$ cat config.mk
export PLATFORM = sky130hd
export DESIGN_NAME = bsq_burst_seq
export DESIGN_NICKNAME = d
export VERILOG_FILES = /design/src/verilog/bsq_pkg.sv /design/src/verilog/bsq_burst_seq.sv /design/src/verilog/bsq_tick_gen.sv
export SDC_FILE = /design/constraint.sdc
export NUM_CORES = 1
export LEC_CHECK = 0
export ABC_AREA = 1
export BUFFER_PORTS_ARGS = -buffer_cell sky130_fd_sc_hd__buf_2
export CAP_MARGIN = 10
export CORE_MARGIN = 5
export CORE_UTILIZATION = 55
export DETAILED_ROUTE_END_ITERATION = 6
export GPL_TIMING_DRIVEN = 0
export PLACE_DENSITY_LB_ADDON = 0.25
export SYNTH_ARGS = -nofsm -noshare
export SYNTH_HDL_FRONTEND = slang
export SYNTH_SLANG_ARGS = --single-unit
$ cat constraint.sdc
create_clock -name sys_clk_in -period 4.1 [get_ports sys_clk_in]
set_input_delay 0.205 -clock sys_clk_in [delete_from_list [all_inputs] [get_ports sys_clk_in]]
set_output_delay 0.205 -clock sys_clk_in [all_outputs]
set_load 0.05 [all_outputs]
$ cat src/verilog/bsq_pkg.sv
// Purpose : Shared constants and types for the burst sample sequencer
// Assumes : 200 MHz system clock, burst pacing derived inside the block
// Notes   : All offsets, reset values and cycle counts live here

package bsq_pkg;

   // ----------------------------------------------------------------
   // Clock and pacing
   // ----------------------------------------------------------------
   localparam int SYS_PERIOD_PS   = 5000;
   localparam int BURST_PERIOD_PS = 40000;
   // Longest spacing rounds down, never below one cycle
   localparam int BURST_DIV       = (BURST_PERIOD_PS / SYS_PERIOD_PS) < 1 ? 1 :
                                    (BURST_PERIOD_PS / SYS_PERIOD_PS);
   localparam int DIV_W           = 4;
   localparam logic [DIV_W-1:0] RST_DIV_CNT = 4'h0;

   // ----------------------------------------------------------------
   // Widths and reset values
   // ----------------------------------------------------------------
   localparam int SAMPLE_W = 12;
   localparam int ACC_W    = 16;
   localparam int PWR_W    = 5;
   localparam int PCNT_W   = 8;
   localparam int CNT_W    = 5;
   // Burst ticks per step of the power-up time field
   localparam logic [2:0]        PWR_STEP_TICKS = 3'h4;
   localparam logic [ACC_W-1:0]  RST_ACC        = 16'h0000;
   localparam logic [PCNT_W-1:0] RST_PCNT       = 8'h00;
   localparam logic [CNT_W-1:0]  RST_CNT        = 5'h00;

   // ----------------------------------------------------------------
   // Repeat count codes and sample counts
   // ----------------------------------------------------------------
   localparam logic [1:0] RPT_1  = 2'h0;
   localparam logic [1:0] RPT_4  = 2'h1;
   localparam logic [1:0] RPT_8  = 2'h2;
   localparam logic [1:0] RPT_16 = 2'h3;
   localparam logic [CNT_W-1:0] CNT_1  = 5'h01;
   localparam logic [CNT_W-1:0] CNT_4  = 5'h04;
   localparam logic [CNT_W-1:0] CNT_8  = 5'h08;
   localparam logic [CNT_W-1:0] CNT_16 = 5'h10;

   // ----------------------------------------------------------------
   // State types
   // ----------------------------------------------------------------
   typedef enum logic [1:0] {
      ST_IDLE,
      ST_POWERUP,
      ST_START,
      ST_WAIT
   } bsq_state_t;

   typedef struct packed {
      bsq_state_t        state;
      logic              burst;
      logic [PCNT_W-1:0] pcnt;
      logic [CNT_W-1:0]  cnt;
      logic [ACC_W-1:0]  acc;
      logic [ACC_W-1:0]  result;
      logic              done;
      logic              start;
   } bsq_seq_t;

   typedef struct packed {
      logic [DIV_W-1:0] cnt;
      logic             tick;
   } bsq_tick_t;

endpackage

$ cat src/verilog/bsq_burst_seq.sv
// Purpose : Burst and single conversion sequencer for the converter unit
// Assumes : Trigger, core done and core data are synchronous to sys_clk_in
// Notes   : Results are accumulated; the done flag is sticky until cleared
//
// How it works
// RULE1: Burst only while burst enable is one; here the mode is taken at the trigger and a started burst runs its full count
// RULE2: Accumulate one, four, eight or sixteen samples
// RULE3: Burst paced by own 25 MHz tick
// RULE4: Enable low powers converter down after burst
// RULE5: Enable high keeps converter powered after burst
// RULE6: Trigger in burst wakes the converter
// RULE7: Powered down: power up, then wait
// RULE8: Still enabled: convert at once, no wait
// RULE9: Software picks post or dual tracking only; this block has no tracking select input
// RULE10: One trigger runs repeat count conversions
// RULE11: Without burst, one conversion per trigger
// RULE12: Done flag only after repeat count conversions
// RULE13: Two-bit repeat count selects sample count

`timescale 1ns/1ps

module bsq_burst_seq
   import bsq_pkg::*;
#(
   parameter int DIV = BURST_DIV
) (
   // Clock and reset
   input  wire logic                sys_clk_in,
   input  wire logic                rstn_in,
   // Software control bits
   input  wire logic                burst_mode_enable_in,
   input  wire logic                converter_enable_in,
   input  wire logic [PWR_W-1:0]    power_up_time_in,
   input  wire logic [1:0]          repeat_count_in,
   input  wire logic                done_clear_in,
   // Conversion trigger
   input  wire logic                conv_start_in,
   // Converter core
   input  wire logic                core_done_in,
   input  wire logic [SAMPLE_W-1:0] core_data_in,
   output logic                     core_power_out,
   output logic                     core_start_out,
   // Status
   output logic                     conversion_done_flag_out,
   output logic [ACC_W-1:0]         result_out,
   output logic                     busy_out
);

   bsq_seq_t s_q;
   bsq_seq_t s_d;
   logic     tick;
   logic     last;
   logic     set_done;

   // ----------------------------------------------------------------
   // Helpers
   // ----------------------------------------------------------------
   // RULE13: repeat code to count
   function automatic logic [CNT_W-1:0] samples(input logic [1:0] code);
      logic [CNT_W-1:0] n;
      n = CNT_1;
      case (code)
         RPT_1:   n = CNT_1;
         RPT_4:   n = CNT_4;
         RPT_8:   n = CNT_8;
         RPT_16:  n = CNT_16;
         default: n = CNT_1;
      endcase
      return n;
   endfunction

   // Power-up wait in burst ticks
   function automatic logic [PCNT_W-1:0] pwr_ticks(input logic [PWR_W-1:0] t);
      return PCNT_W'(t) * PCNT_W'(PWR_STEP_TICKS);
   endfunction

   // ----------------------------------------------------------------
   // Burst pacing
   // ----------------------------------------------------------------
   // RULE3: private pacing source
   bsq_tick_gen #(
      .DIV        (DIV)
   ) u_tick (
      .sys_clk_in (sys_clk_in),
      .rstn_in    (rstn_in),
      .tick_out   (tick)
   );

   // ----------------------------------------------------------------
   // Sequencer
   // ----------------------------------------------------------------
   // RULE12: last conversion of the set
   assign last = (s_q.cnt + CNT_W'(1)) == samples(repeat_count_in);
   assign set_done = (s_q.state == ST_WAIT) && core_done_in && last;

   always_comb begin
      s_d       = s_q;
      s_d.start = 1'b0;
      case (s_q.state)
         ST_IDLE: begin
            if (conv_start_in) begin
               // RULE1: mode is taken at the trigger
               s_d.burst = burst_mode_enable_in;
               if (burst_mode_enable_in) begin
                  // RULE6: wake from idle power state
                  if (!converter_enable_in) begin
                     // RULE7: power up and wait
                     s_d.pcnt  = pwr_ticks(power_up_time_in);
                     s_d.state = ST_POWERUP;
                  end else begin
                     // RULE8: already enabled, no wait
                     s_d.state = ST_START;
                  end
               end else if (converter_enable_in) begin
                  // RULE11: single conversion needs an enabled core
                  s_d.state = ST_START;
               end
            end
         end
         ST_POWERUP: begin
            // RULE7: wait counted in burst ticks
            if (tick) begin
               if (s_q.pcnt == RST_PCNT) begin
                  s_d.state = ST_START;
               end else begin
                  s_d.pcnt = s_q.pcnt - PCNT_W'(1);
               end
            end
         end
         ST_START: begin
            // RULE3: burst starts land on a burst tick
            if (!s_q.burst || tick) begin
               s_d.start = 1'b1;
               s_d.state = ST_WAIT;
            end
         end
         ST_WAIT: begin
            if (core_done_in) begin
               // RULE2: accumulate each sample
               if (last) begin
                  s_d.result = s_q.acc + ACC_W'(core_data_in);
                  s_d.acc    = RST_ACC;
                  s_d.cnt    = RST_CNT;
                  s_d.state  = ST_IDLE;
               end else begin
                  s_d.acc = s_q.acc + ACC_W'(core_data_in);
                  s_d.cnt = s_q.cnt + CNT_W'(1);
                  // RULE10: burst continues without a new trigger
                  // RULE11: single mode waits for the next trigger
                  s_d.state = s_q.burst ? ST_START : ST_IDLE;
               end
            end
         end
         default: begin
            s_d.state = ST_IDLE;
         end
      endcase
      // RULE12: a set beats a clear in the same cycle
      s_d.done = set_done | (s_q.done & ~done_clear_in);
   end

   always_ff @(posedge sys_clk_in) begin
      if (!rstn_in) begin
         s_q <= '{state:  ST_IDLE,
                  burst:  1'b0,
                  pcnt:   RST_PCNT,
                  cnt:    RST_CNT,
                  acc:    RST_ACC,
                  result: RST_ACC,
                  done:   1'b0,
                  start:  1'b0};
      end else begin
         s_q <= s_d;
      end
   end

   // ----------------------------------------------------------------
   // Outputs
   // ----------------------------------------------------------------
   // RULE4: idle power follows enable; RULE5: enable keeps it on
   assign core_power_out           = converter_enable_in || (s_q.state != ST_IDLE);
   assign core_start_out           = s_q.start;
   assign conversion_done_flag_out = s_q.done;
   assign result_out               = s_q.result;
   assign busy_out                 = s_q.state != ST_IDLE;

   // ----------------------------------------------------------------
   // Checks
   // ----------------------------------------------------------------
   burst_start_paced_a: assert property (@(posedge sys_clk_in) disable iff (!rstn_in) // RULE3
      core_start_out && s_q.burst |-> $past(tick))
      else $error("burst start not on a burst tick");

   power_kept_on_a: assert property (@(posedge sys_clk_in) disable iff (!rstn_in) // RULE5
      set_done && s_q.burst && converter_enable_in |=> core_power_out && !busy_out)
      else $error("converter powered down while enabled");

   power_down_idle_a: assert property (@(posedge sys_clk_in) disable iff (!rstn_in) // RULE4
      set_done && s_q.burst && !converter_enable_in |=> !core_power_out)
      else $error("converter not powered down after burst");

   wake_with_wait_a: assert property (@(posedge sys_clk_in) disable iff (!rstn_in) // RULE7
      s_q.state == ST_IDLE && conv_start_in && burst_mode_enable_in
      && !converter_enable_in
      |=> s_q.state == ST_POWERUP && s_q.pcnt == pwr_ticks($past(power_up_time_in)))
      else $error("power-up wait not started");

   wake_no_wait_a: assert property (@(posedge sys_clk_in) disable iff (!rstn_in) // RULE8
      s_q.state == ST_IDLE && conv_start_in && burst_mode_enable_in
      && converter_enable_in |=> s_q.state == ST_START)
      else $error("enabled converter did not start at once");

   flag_on_count_a: assert property (@(posedge sys_clk_in) disable iff (!rstn_in) // RULE12
      s_q.state == ST_WAIT && core_done_in && last |=> conversion_done_flag_out)
      else $error("done flag missing after repeat count");

   no_early_flag_a: assert property (@(posedge sys_clk_in) disable iff (!rstn_in) // RULE12
      s_q.state == ST_WAIT && core_done_in && !last && !s_q.done
      |=> !conversion_done_flag_out)
      else $error("done flag raised early");

   single_per_trig_a: assert property (@(posedge sys_clk_in) disable iff (!rstn_in) // RULE11
      s_q.state == ST_WAIT && core_done_in && !last && !s_q.burst
      |=> s_q.state == ST_IDLE ##1 !core_start_out)
      else $error("single mode converted without a trigger");

   burst_continues_a: assert property (@(posedge sys_clk_in) disable iff (!rstn_in) // RULE10
      s_q.state == ST_WAIT && core_done_in && !last && s_q.burst
      |=> s_q.state == ST_START ##[1:16] core_start_out)
      else $error("burst stopped before repeat count");

   sum_taken_a: assert property (@(posedge sys_clk_in) disable iff (!rstn_in) // RULE2
      set_done |=> result_out == $past(s_q.acc) + ACC_W'($past(core_data_in)))
      else $error("accumulated result wrong");

   mode_latched_a: assert property (@(posedge sys_clk_in) disable iff (!rstn_in) // RULE1
      s_q.state == ST_IDLE && conv_start_in && (burst_mode_enable_in || converter_enable_in)
      |=> s_q.burst == $past(burst_mode_enable_in))
      else $error("mode not taken at the trigger");

   single_taken_a: assert property (@(posedge sys_clk_in) disable iff (!rstn_in) // RULE11
      s_q.state == ST_IDLE && conv_start_in && !burst_mode_enable_in && converter_enable_in
      |=> s_q.state == ST_START ##1 core_start_out)
      else $error("single conversion not started");

   off_trig_ignored_a: assert property (@(posedge sys_clk_in) disable iff (!rstn_in) // RULE11
      s_q.state == ST_IDLE && conv_start_in && !burst_mode_enable_in && !converter_enable_in
      |=> s_q.state == ST_IDLE)
      else $error("trigger taken with converter disabled");

   idle_no_start_a: assert property (@(posedge sys_clk_in) disable iff (!rstn_in) // RULE11
      s_q.state == ST_IDLE |=> !core_start_out)
      else $error("conversion started from idle");

   powerup_quiet_a: assert property (@(posedge sys_clk_in) disable iff (!rstn_in) // RULE7
      s_q.state == ST_POWERUP |-> !core_start_out && core_power_out)
      else $error("conversion during power-up wait");

   powerup_count_a: assert property (@(posedge sys_clk_in) disable iff (!rstn_in) // RULE7
      s_q.state == ST_POWERUP && tick && s_q.pcnt != RST_PCNT
      |=> s_q.state == ST_POWERUP && s_q.pcnt == $past(s_q.pcnt) - PCNT_W'(1))
      else $error("power-up wait not counted down");

   powerup_hold_a: assert property (@(posedge sys_clk_in) disable iff (!rstn_in) // RULE7
      s_q.state == ST_POWERUP && !tick |=> s_q.state == ST_POWERUP && $stable(s_q.pcnt))
      else $error("power-up wait moved without a tick");

   powerup_end_a: assert property (@(posedge sys_clk_in) disable iff (!rstn_in) // RULE7
      s_q.state == ST_POWERUP && tick && s_q.pcnt == RST_PCNT |=> s_q.state == ST_START)
      else $error("power-up wait did not end");

   wait_for_done_a: assert property (@(posedge sys_clk_in) disable iff (!rstn_in) // RULE10
      s_q.state == ST_WAIT && !core_done_in |=> s_q.state == ST_WAIT && !core_start_out)
      else $error("left the wait without a core done");

   accum_step_a: assert property (@(posedge sys_clk_in) disable iff (!rstn_in) // RULE2
      s_q.state == ST_WAIT && core_done_in && !last
      |=> s_q.acc == $past(s_q.acc) + ACC_W'($past(core_data_in)))
      else $error("sample not accumulated");

   set_cleared_a: assert property (@(posedge sys_clk_in) disable iff (!rstn_in) // RULE2
      set_done |=> s_q.cnt == RST_CNT && s_q.acc == RST_ACC && !busy_out)
      else $error("accumulator not cleared after a set");

   result_held_a: assert property (@(posedge sys_clk_in) disable iff (!rstn_in) // RULE12
      !set_done |=> $stable(result_out))
      else $error("result changed before the set ended");

   flag_clear_a: assert property (@(posedge sys_clk_in) disable iff (!rstn_in) // RULE12
      done_clear_in && !set_done |=> !conversion_done_flag_out)
      else $error("done flag not cleared");

   flag_sticky_a: assert property (@(posedge sys_clk_in) disable iff (!rstn_in) // RULE12
      conversion_done_flag_out && !done_clear_in |=> conversion_done_flag_out)
      else $error("done flag dropped without a clear");

   count_in_range_a: assert property (@(posedge sys_clk_in) disable iff (!rstn_in) // RULE13
      s_q.state == ST_WAIT |-> s_q.cnt < samples(repeat_count_in))
      else $error("sample count beyond repeat count");

endmodule

$ cat src/verilog/bsq_tick_gen.sv
// Purpose : Burst pacing tick, one pulse every DIV system clocks
// Assumes : Runs from reset onward, never stops
// Notes   : Stands in for the private burst oscillator

`timescale 1ns/1ps

module bsq_tick_gen
   import bsq_pkg::*;
#(
   parameter int DIV = BURST_DIV
) (
   // Clock and reset
   input  wire logic sys_clk_in,
   input  wire logic rstn_in,
   // Pacing
   output logic      tick_out
);

   bsq_tick_t s_q;
   bsq_tick_t s_d;

   // ----------------------------------------------------------------
   // Divider
   // ----------------------------------------------------------------
   always_comb begin
      s_d      = s_q;
      s_d.tick = 1'b0;
      if (s_q.cnt == DIV_W'(DIV - 1)) begin
         s_d.cnt  = RST_DIV_CNT;
         s_d.tick = 1'b1;
      end else begin
         s_d.cnt = s_q.cnt + DIV_W'(1);
      end
   end

   always_ff @(posedge sys_clk_in) begin
      if (!rstn_in) begin
         s_q <= '{cnt: RST_DIV_CNT, tick: 1'b0};
      end else begin
         s_q <= s_d;
      end
   end

   assign tick_out = s_q.tick;

   tick_spacing_a: assert property (@(posedge sys_clk_in) disable iff (!rstn_in) // RULE3
      tick_out && DIV > 1 |=> !tick_out)
      else $error("burst tick repeated too soon");

endmodule
==> results of run 1 <==
[metal layers]
metal	vias up	share of wire	global-route usage	routed length, um
met1	1462	0.48	0.254	3640
met4	0	0.016	0.0514	121
met5	-	0	0	0
met3	11	0.038	0.0267	292
met2	52	0.47	0.356	3530
li1	1699	-	-	-
[synthesized netlist by cell type (2+ instances only)]
master,count,area (sq um)
nand2_1,141,529
dfxtp_1,55,1100
nor2_1,51,191
inv_1,47,176
a21oi_1,42,210
nand3_1,20,100
o21ai_0,20,100
nand2_2,19,119
buf_4,17,128
ha_1,16,200
a21oi_2,13,114
xor2_1,8,70.1
nand3b_1,6,45.0
nand4_1,6,37.5
clkbuf_1,5,18.8
inv_2,4,15.0
xnor2_1,4,35.0
o21a_1,3,22.5
a211oi_1,2,15.0
a22oi_1,2,15.0
o22ai_1,2,12.5
or2_2,2,12.5
[tightest hold or removal path, delay by kind of cell]
kind / cells / cell delay, ps
and+or+nand+nor: 1 / 70
buffers and inverters: 1 / 80
AOI/OAI and AO/OA: 1 / 50
[state kept, by name, summed over array words and instances (netlist names)]
signal	count
core_start_out	1
result_out	16
s_q	32
conversion_done_flag_out	1
u_tick.tick_out	1
u_tick.s_q	4
[layout make-up]
type | count | area [sq um] | share of cell area
Buffer | 27 | 201 | 0.0523
Clock buffer | 7 | 86.3 | 0.0224
Clock inverter | 1 | 8.76 | 0.00227
Inverter | 53 | 203 | 0.0526
Multi-Input combinational cell | 367 | 1930 | 0.502
Sequential cell | 55 | 1100 | 0.286
Tap cell | 75 | 93.8 | 0.0244
Timing Repair Buffer | 45 | 225 | 0.0585
[power breakdown]
group / internal, mW / switching [mW]
Clock: 0.139 / 0.174
Combinational: 0.182 / 0.363
Sequential: 0.584 / 0.0407
Total: 0.905 / 0.577
[cells by family (layout without fill, tap and decap cells)]
| group | Yosys count | after routing | share of synthesized area |
|---|---|---|---|
| flip-flops | 55 | 55 | 0.320 |
| AND/OR/NAND/NOR | 252 | 252 | 0.321 |
| XOR/XNOR | 12 | 12 | 0.0306 |
| buffers and inverters | 80 | 133 | 0.118 |
| AO/OA/AOI/OAI | 86 | 86 | 0.146 |
| adder cells (fa/ha/maj) | 17 | 17 | 0.0641 |
[worst max-delay path by stage]
stage                        from  depth (start not counted)  endpoint  slack, ps
after global routing      s_q[34]                         13   s_q[24]       1910
after CTS                 s_q[34]                         13   s_q[24]       2050
after detailed placement  s_q[34]                         13   s_q[24]       2080
final                     s_q[34]                         13   s_q[24]       2060
after floorplan           s_q[34]                         12   s_q[34]       2370
after global placement    s_q[34]                         13   s_q[24]       2120
==> qor.txt, run 1 <==
max incr delay on CP - 500 ps
GPL Wtd Cong - 0.896
Die Ht - 89.1 um
Clock transition at path regs - 100 ps
Post-CTS Setup Bufs - 0
hold endpoint - s_q[44]
CTS max path bufs - 2
Final Util - 0.643
most frequent cells in the layout - nand2_1, dfxtp_1, nor2_1
Fmax - 489 MHz
vias per inst - 5.12
reg-to-reg slack, setup - 2060 ps
Num CTS Buffers - 5
Synth async-reset ratio - 0
pwr/cell area - 385 nW/um^2
cts repair resizes - 0
Hold Worst Slack - 127 ps
Yosys reg bits - 55
final std cells w/o fill - 630
share of layout cells above drive strength 1 - 0.213
syn nets - 545
remaining antenna violation count - 0
H-Tree Level Count - 2
Setup WS post-layout - 2060 ps
hold_buf cts - 0
synth unique cells - 39
initial antenna violation count - 0
Initial Utilization - 0.574
total grt overflow - 0
CP arrival - 2210 ps
I/O pin cnt - 46
total global-route track usage - 0.200
leakage - 1.86 nW
Max Cap Violations - 0
Cell Area, Synth - 3440 sq um
Main synth FF type - dfxtp_1
critical path launch point type - flip-flop
clock insertion delay at the later pin of the skew report - 300 ps
filler cell count - 532
Worst R2R Path Depth - 13
number of flops mapped to enable cells by yosys - 0
Setup Viol. Count Final - 0
commonest non-fill, non-tap cell in the layout - nand2_1
Mean Syn Cell Area - 6.85 sq um
critical path, cell by cell - ha_1 > inv_1 > nand2_2 > nand3_1 > nand2_1 > nand2_2 > nor2_4 > nand2_2 > nand2_2 > inv_4 > buf_8 > nand2_1 > a21oi_2
CP Max Fanout - 10
routed via count - 3224
crit-path most repeated cell - nand2_2
CP bufs+invs - 3
Hold Crit Depth - 3
clock root buffer - clkbuf_8
# clock sinks - 55
DRC viols - 0
WL per Instance - 12.0 um
# diodes - 0
Rows - 28
peak supply drop - 0.000290 V
Power Total - 1.48 mW
Hold Crit Class - in -> reg
status - finished clean
DP Cell Count - 622
critical path capture point type - flip-flop
RSZ-0062 raised after global routing - false
Final Cycle Share - 0.499
vias in the first global route - 2987
Final Critical Period - 2040 ps
drt total wl - 7.59 mm
Worst R2R End - s_q[24]
worst-path cell with the longest stage delay - dfxtp_1
min-delay src - power_up_time_in[3]
post-route setup TNS - 0 ps
IO Port Bufs - 45
die area - 7930 sq um
DP HPWL - 6.00 mm
core area - 5990 sq um
pre-CTS WS - 2080 ps
placed cell area - 3760 sq um
RR Startpoint - s_q[34]
die width - 89.1 um
area grow syn2layout - 12.0%
final instance area - 3850 sq um
CP top delay family - simple AND/OR/NAND/NOR gates
CTS tree - yes
Worst Path Required - 4270 ps
first-pass GRT wire length - 12.8 mm
crit path kind - reg -> reg
drt pass-1 iters - 4
fin nets - 597
max_slew headroom - 0.529
Mapped Cells - 502
final hold viol count - 0
post-synthesis sequential area ratio - 0.320
DRT iter0 DRCs - 99
clock skew - 8.32 ps
largest net degree at the start of global routing - 17
Slew Limit Fails - 0
Worst-Margin Slew - 707 ps
Synth Warn # - 0
(Power assumes the default switching activity.)
==> inputs of run 2 (changes only) <==
Settings changed: ABC_AREA 1 to 0, CORE_UTILIZATION 55 to 52.
Clock period 4.1 ns to 1.7 ns, I/O delays scaled along.
==> run 2 against run 1 <==
Effect of this change:
- the flow now finishes with violations (setup timing)
- routed wire length rose by 36%
- first-iteration DRC count grew to 2.7 times the previous value
- non-clock buffer count is 38 higher
- power rose by 67%
- maximum frequency fell by 6.6%
- area after synthesis fell by 1.1%
- sequential power increased by 110%
- sequential cell count unchanged
- via count rose by 11%
==> qor.txt, run 2 <==
status - finished, violations left
failing checks - setup timing
Mean Syn Cell Area - 7.92 sq um
DP HPWL - 6.81 mm
hold_buf cts - 0
min-delay src - burst_mode_enable_in
Main synth FF type - dfxtp_1
CP Max Fanout - 9
pwr/cell area - 540 nW/um^2
Num CTS Buffers - 5
crit path kind - reg -> reg
critical path launch point type - flip-flop
Final Critical Period - 2190 ps
DRC viols - 0
Mapped Cells - 429
Worst-Margin Slew - 744 ps
Critical Path Start - s_q[34]
Setup Viol. Count Final - 41
Die Ht - 90.9 um
Cell Area, Synth - 3400 sq um
commonest non-fill, non-tap cell in the layout - dfxtp_1
max_slew headroom - 0.504
top cells by count, synth - dfxtp_1, a21oi_1, nand3_1, nand2_1, nor2_1
Clock transition at path regs - 100 ps
Final Cycle Share - 1.29
dominant cell by count in the synthesized netlist - dfxtp_1
Max Cap Violations - 0
syn nets - 472
total grt overflow - 0
Yosys reg bits - 55
leakage - 1.91 nW
largest reg by FF count - s_q
drt total wl - 10.3 mm
die area - 8250 sq um
Slew Limit Fails - 0
die width - 90.9 um
Synth Warn # - 0
filler cell count - 489
RSZ-0062 raised after global routing - true
final hold viol count - 0
DRT iter0 DRCs - 263
Synth async-reset ratio - 0
top-area cell type share of the netlist area - 0.324
drt pass-1 iters - 5
vias per inst - 6.16
IO Port Bufs - 44
largest net degree at the start of global routing - 17
# clock sinks - 55
Rows - 29
fin nets - 544
Worst Path Required - 1900 ps
vias in the first global route - 3267
Initial Utilization - 0.535
WL per Instance - 17.9 um
clock insertion delay at the later pin of the skew report - 310 ps
most frequent cells in the layout - dfxtp_1, buf_2, a21oi_1
GPL Wtd Cong - 0.942
CP arrival - 2390 ps
remaining antenna violation count - 0
Hold Crit Class - in -> reg
I/O pin cnt - 46
synth top area cells - dfxtp_1, a21oi_1, nand3_1
Hold Worst Slack - 48.6 ps
pre-CTS WS - -507 ps
share of layout cells above drive strength 1 - 0.381
leading area contributor after synthesis - dfxtp_1
Setup WS post-layout - -488 ps
peak supply drop - 0.000460 V
CTS tree - yes
clock root buffer - clkbuf_8
# diodes - 0
routed via count - 3563
synth unique cells - 59
Fmax - 457 MHz
post-synthesis sequential area ratio - 0.324
CTS max path bufs - 2
clock skew - 12.5 ps
area grow syn2layout - 34.7%
number of flops mapped to enable cells by yosys - 0
Final Util - 0.721
core area - 6350 sq um
total global-route track usage - 0.228
RR Startpoint - s_q[34]
critical path capture point type - flip-flop
first-pass GRT wire length - 15.7 mm
H-Tree Level Count - 2
max FFs per register - 32
initial antenna violation count - 0
-- run 2: changes by cell type after synthesis, moves of 12 or more --
cell | before | now
clkbuf_1 | 5 | 17
nand3_1 | 20 | 43
nor2_1 | 51 | 29
o21ai_1 | 1 | 20
nand2_2 | 19 | 0
o21ai_0 | 20 | 8
inv_1 | 47 | 6
a21oi_2 | 13 | 1
nand2_1 | 141 | 34
-- run 2: through the flow --
step | instance area [sq um] | setup TNS, ps | power (mW) | std cells
3_3_place_gp | 3790 | -16870 | 1.67 | 550
5_1_grt | 4580 | -19930 | 2.58 | 578
2_1_floorplan | 3470 | -7810 | 1.58 | 429
3_5_place_dp | 3790 | -18170 | 1.68 | 550
6_report | 4580 | -15870 | 2.47 | 578
4_1_cts | 4190 | -14310 | 2.41 | 571
-- run 2: cell families after synthesis --
| logic type | count (synthesis) | synth area share |
|---|---|---|
| buf+inv | 51 | 0.0957 |
| simple gates | 162 | 0.236 |
| flops | 55 | 0.324 |
| mux | 3 | 0.00920 |
| fa+ha+maj | 17 | 0.0648 |
| compound gates | 127 | 0.234 |
| xor+xnor | 14 | 0.0361 |
-- run 2: power breakdown --
part,internal [mW],switching (mW)
registers,1.30,0.0154
logic,0.185,0.259
clock network,0.284,0.427
-- run 2: what timing repair did --
item | in CTS | in global routing
buffers inserted | 14 | 6
gates resized for setup | 34 | 71
pin swaps | 16 | 23
cloned | 2 | 2
endpoints found under the setup margin | 47 | 47
-- run 2: final cells by class --
cell class,instances,area [sq um],area share
Clock buffer,6,72.6,0.0158
Inverter,6,22.5,0.00492
Buffer,42,323,0.0705
Multi-Input combinational cell,323,2440,0.532
Timing Repair Buffer,68,502,0.110
Clock inverter,1,7.51,0.00164
Sequential cell,55,1120,0.245
Tap cell,77,96.3,0.0210
-- run 2: metal layers --
layer | vias to the layer above | GRT usage | part of all wire
met3 | 28 | 0.0483 | 0.056
met5 | - | 0 | 0
met2 | 143 | 0.365 | 0.49
met4 | 0 | 0.0660 | 0.024
met1 | 1703 | 0.308 | 0.43
li1 | 1689 | - | -
-- run 2: final timing paths --
check             endpoint  slack (ps)  depth (start not counted)
min reg2reg  u_tick.s_q[1]         460                          1
min                s_q[47]          50                          3
max reg2reg        s_q[33]        -490                          8
max                s_q[33]        -490                          8
-- run 2: critical path, cell delays in order, from the launching register on --
cell and delay, ps:
dfxtp_4 380, ha_4 180, nand3_4 90, xor2_1 170, a211o_1 270, a311o_1 370, buf_6 160, bufbuf_16 270
a31o_1 170
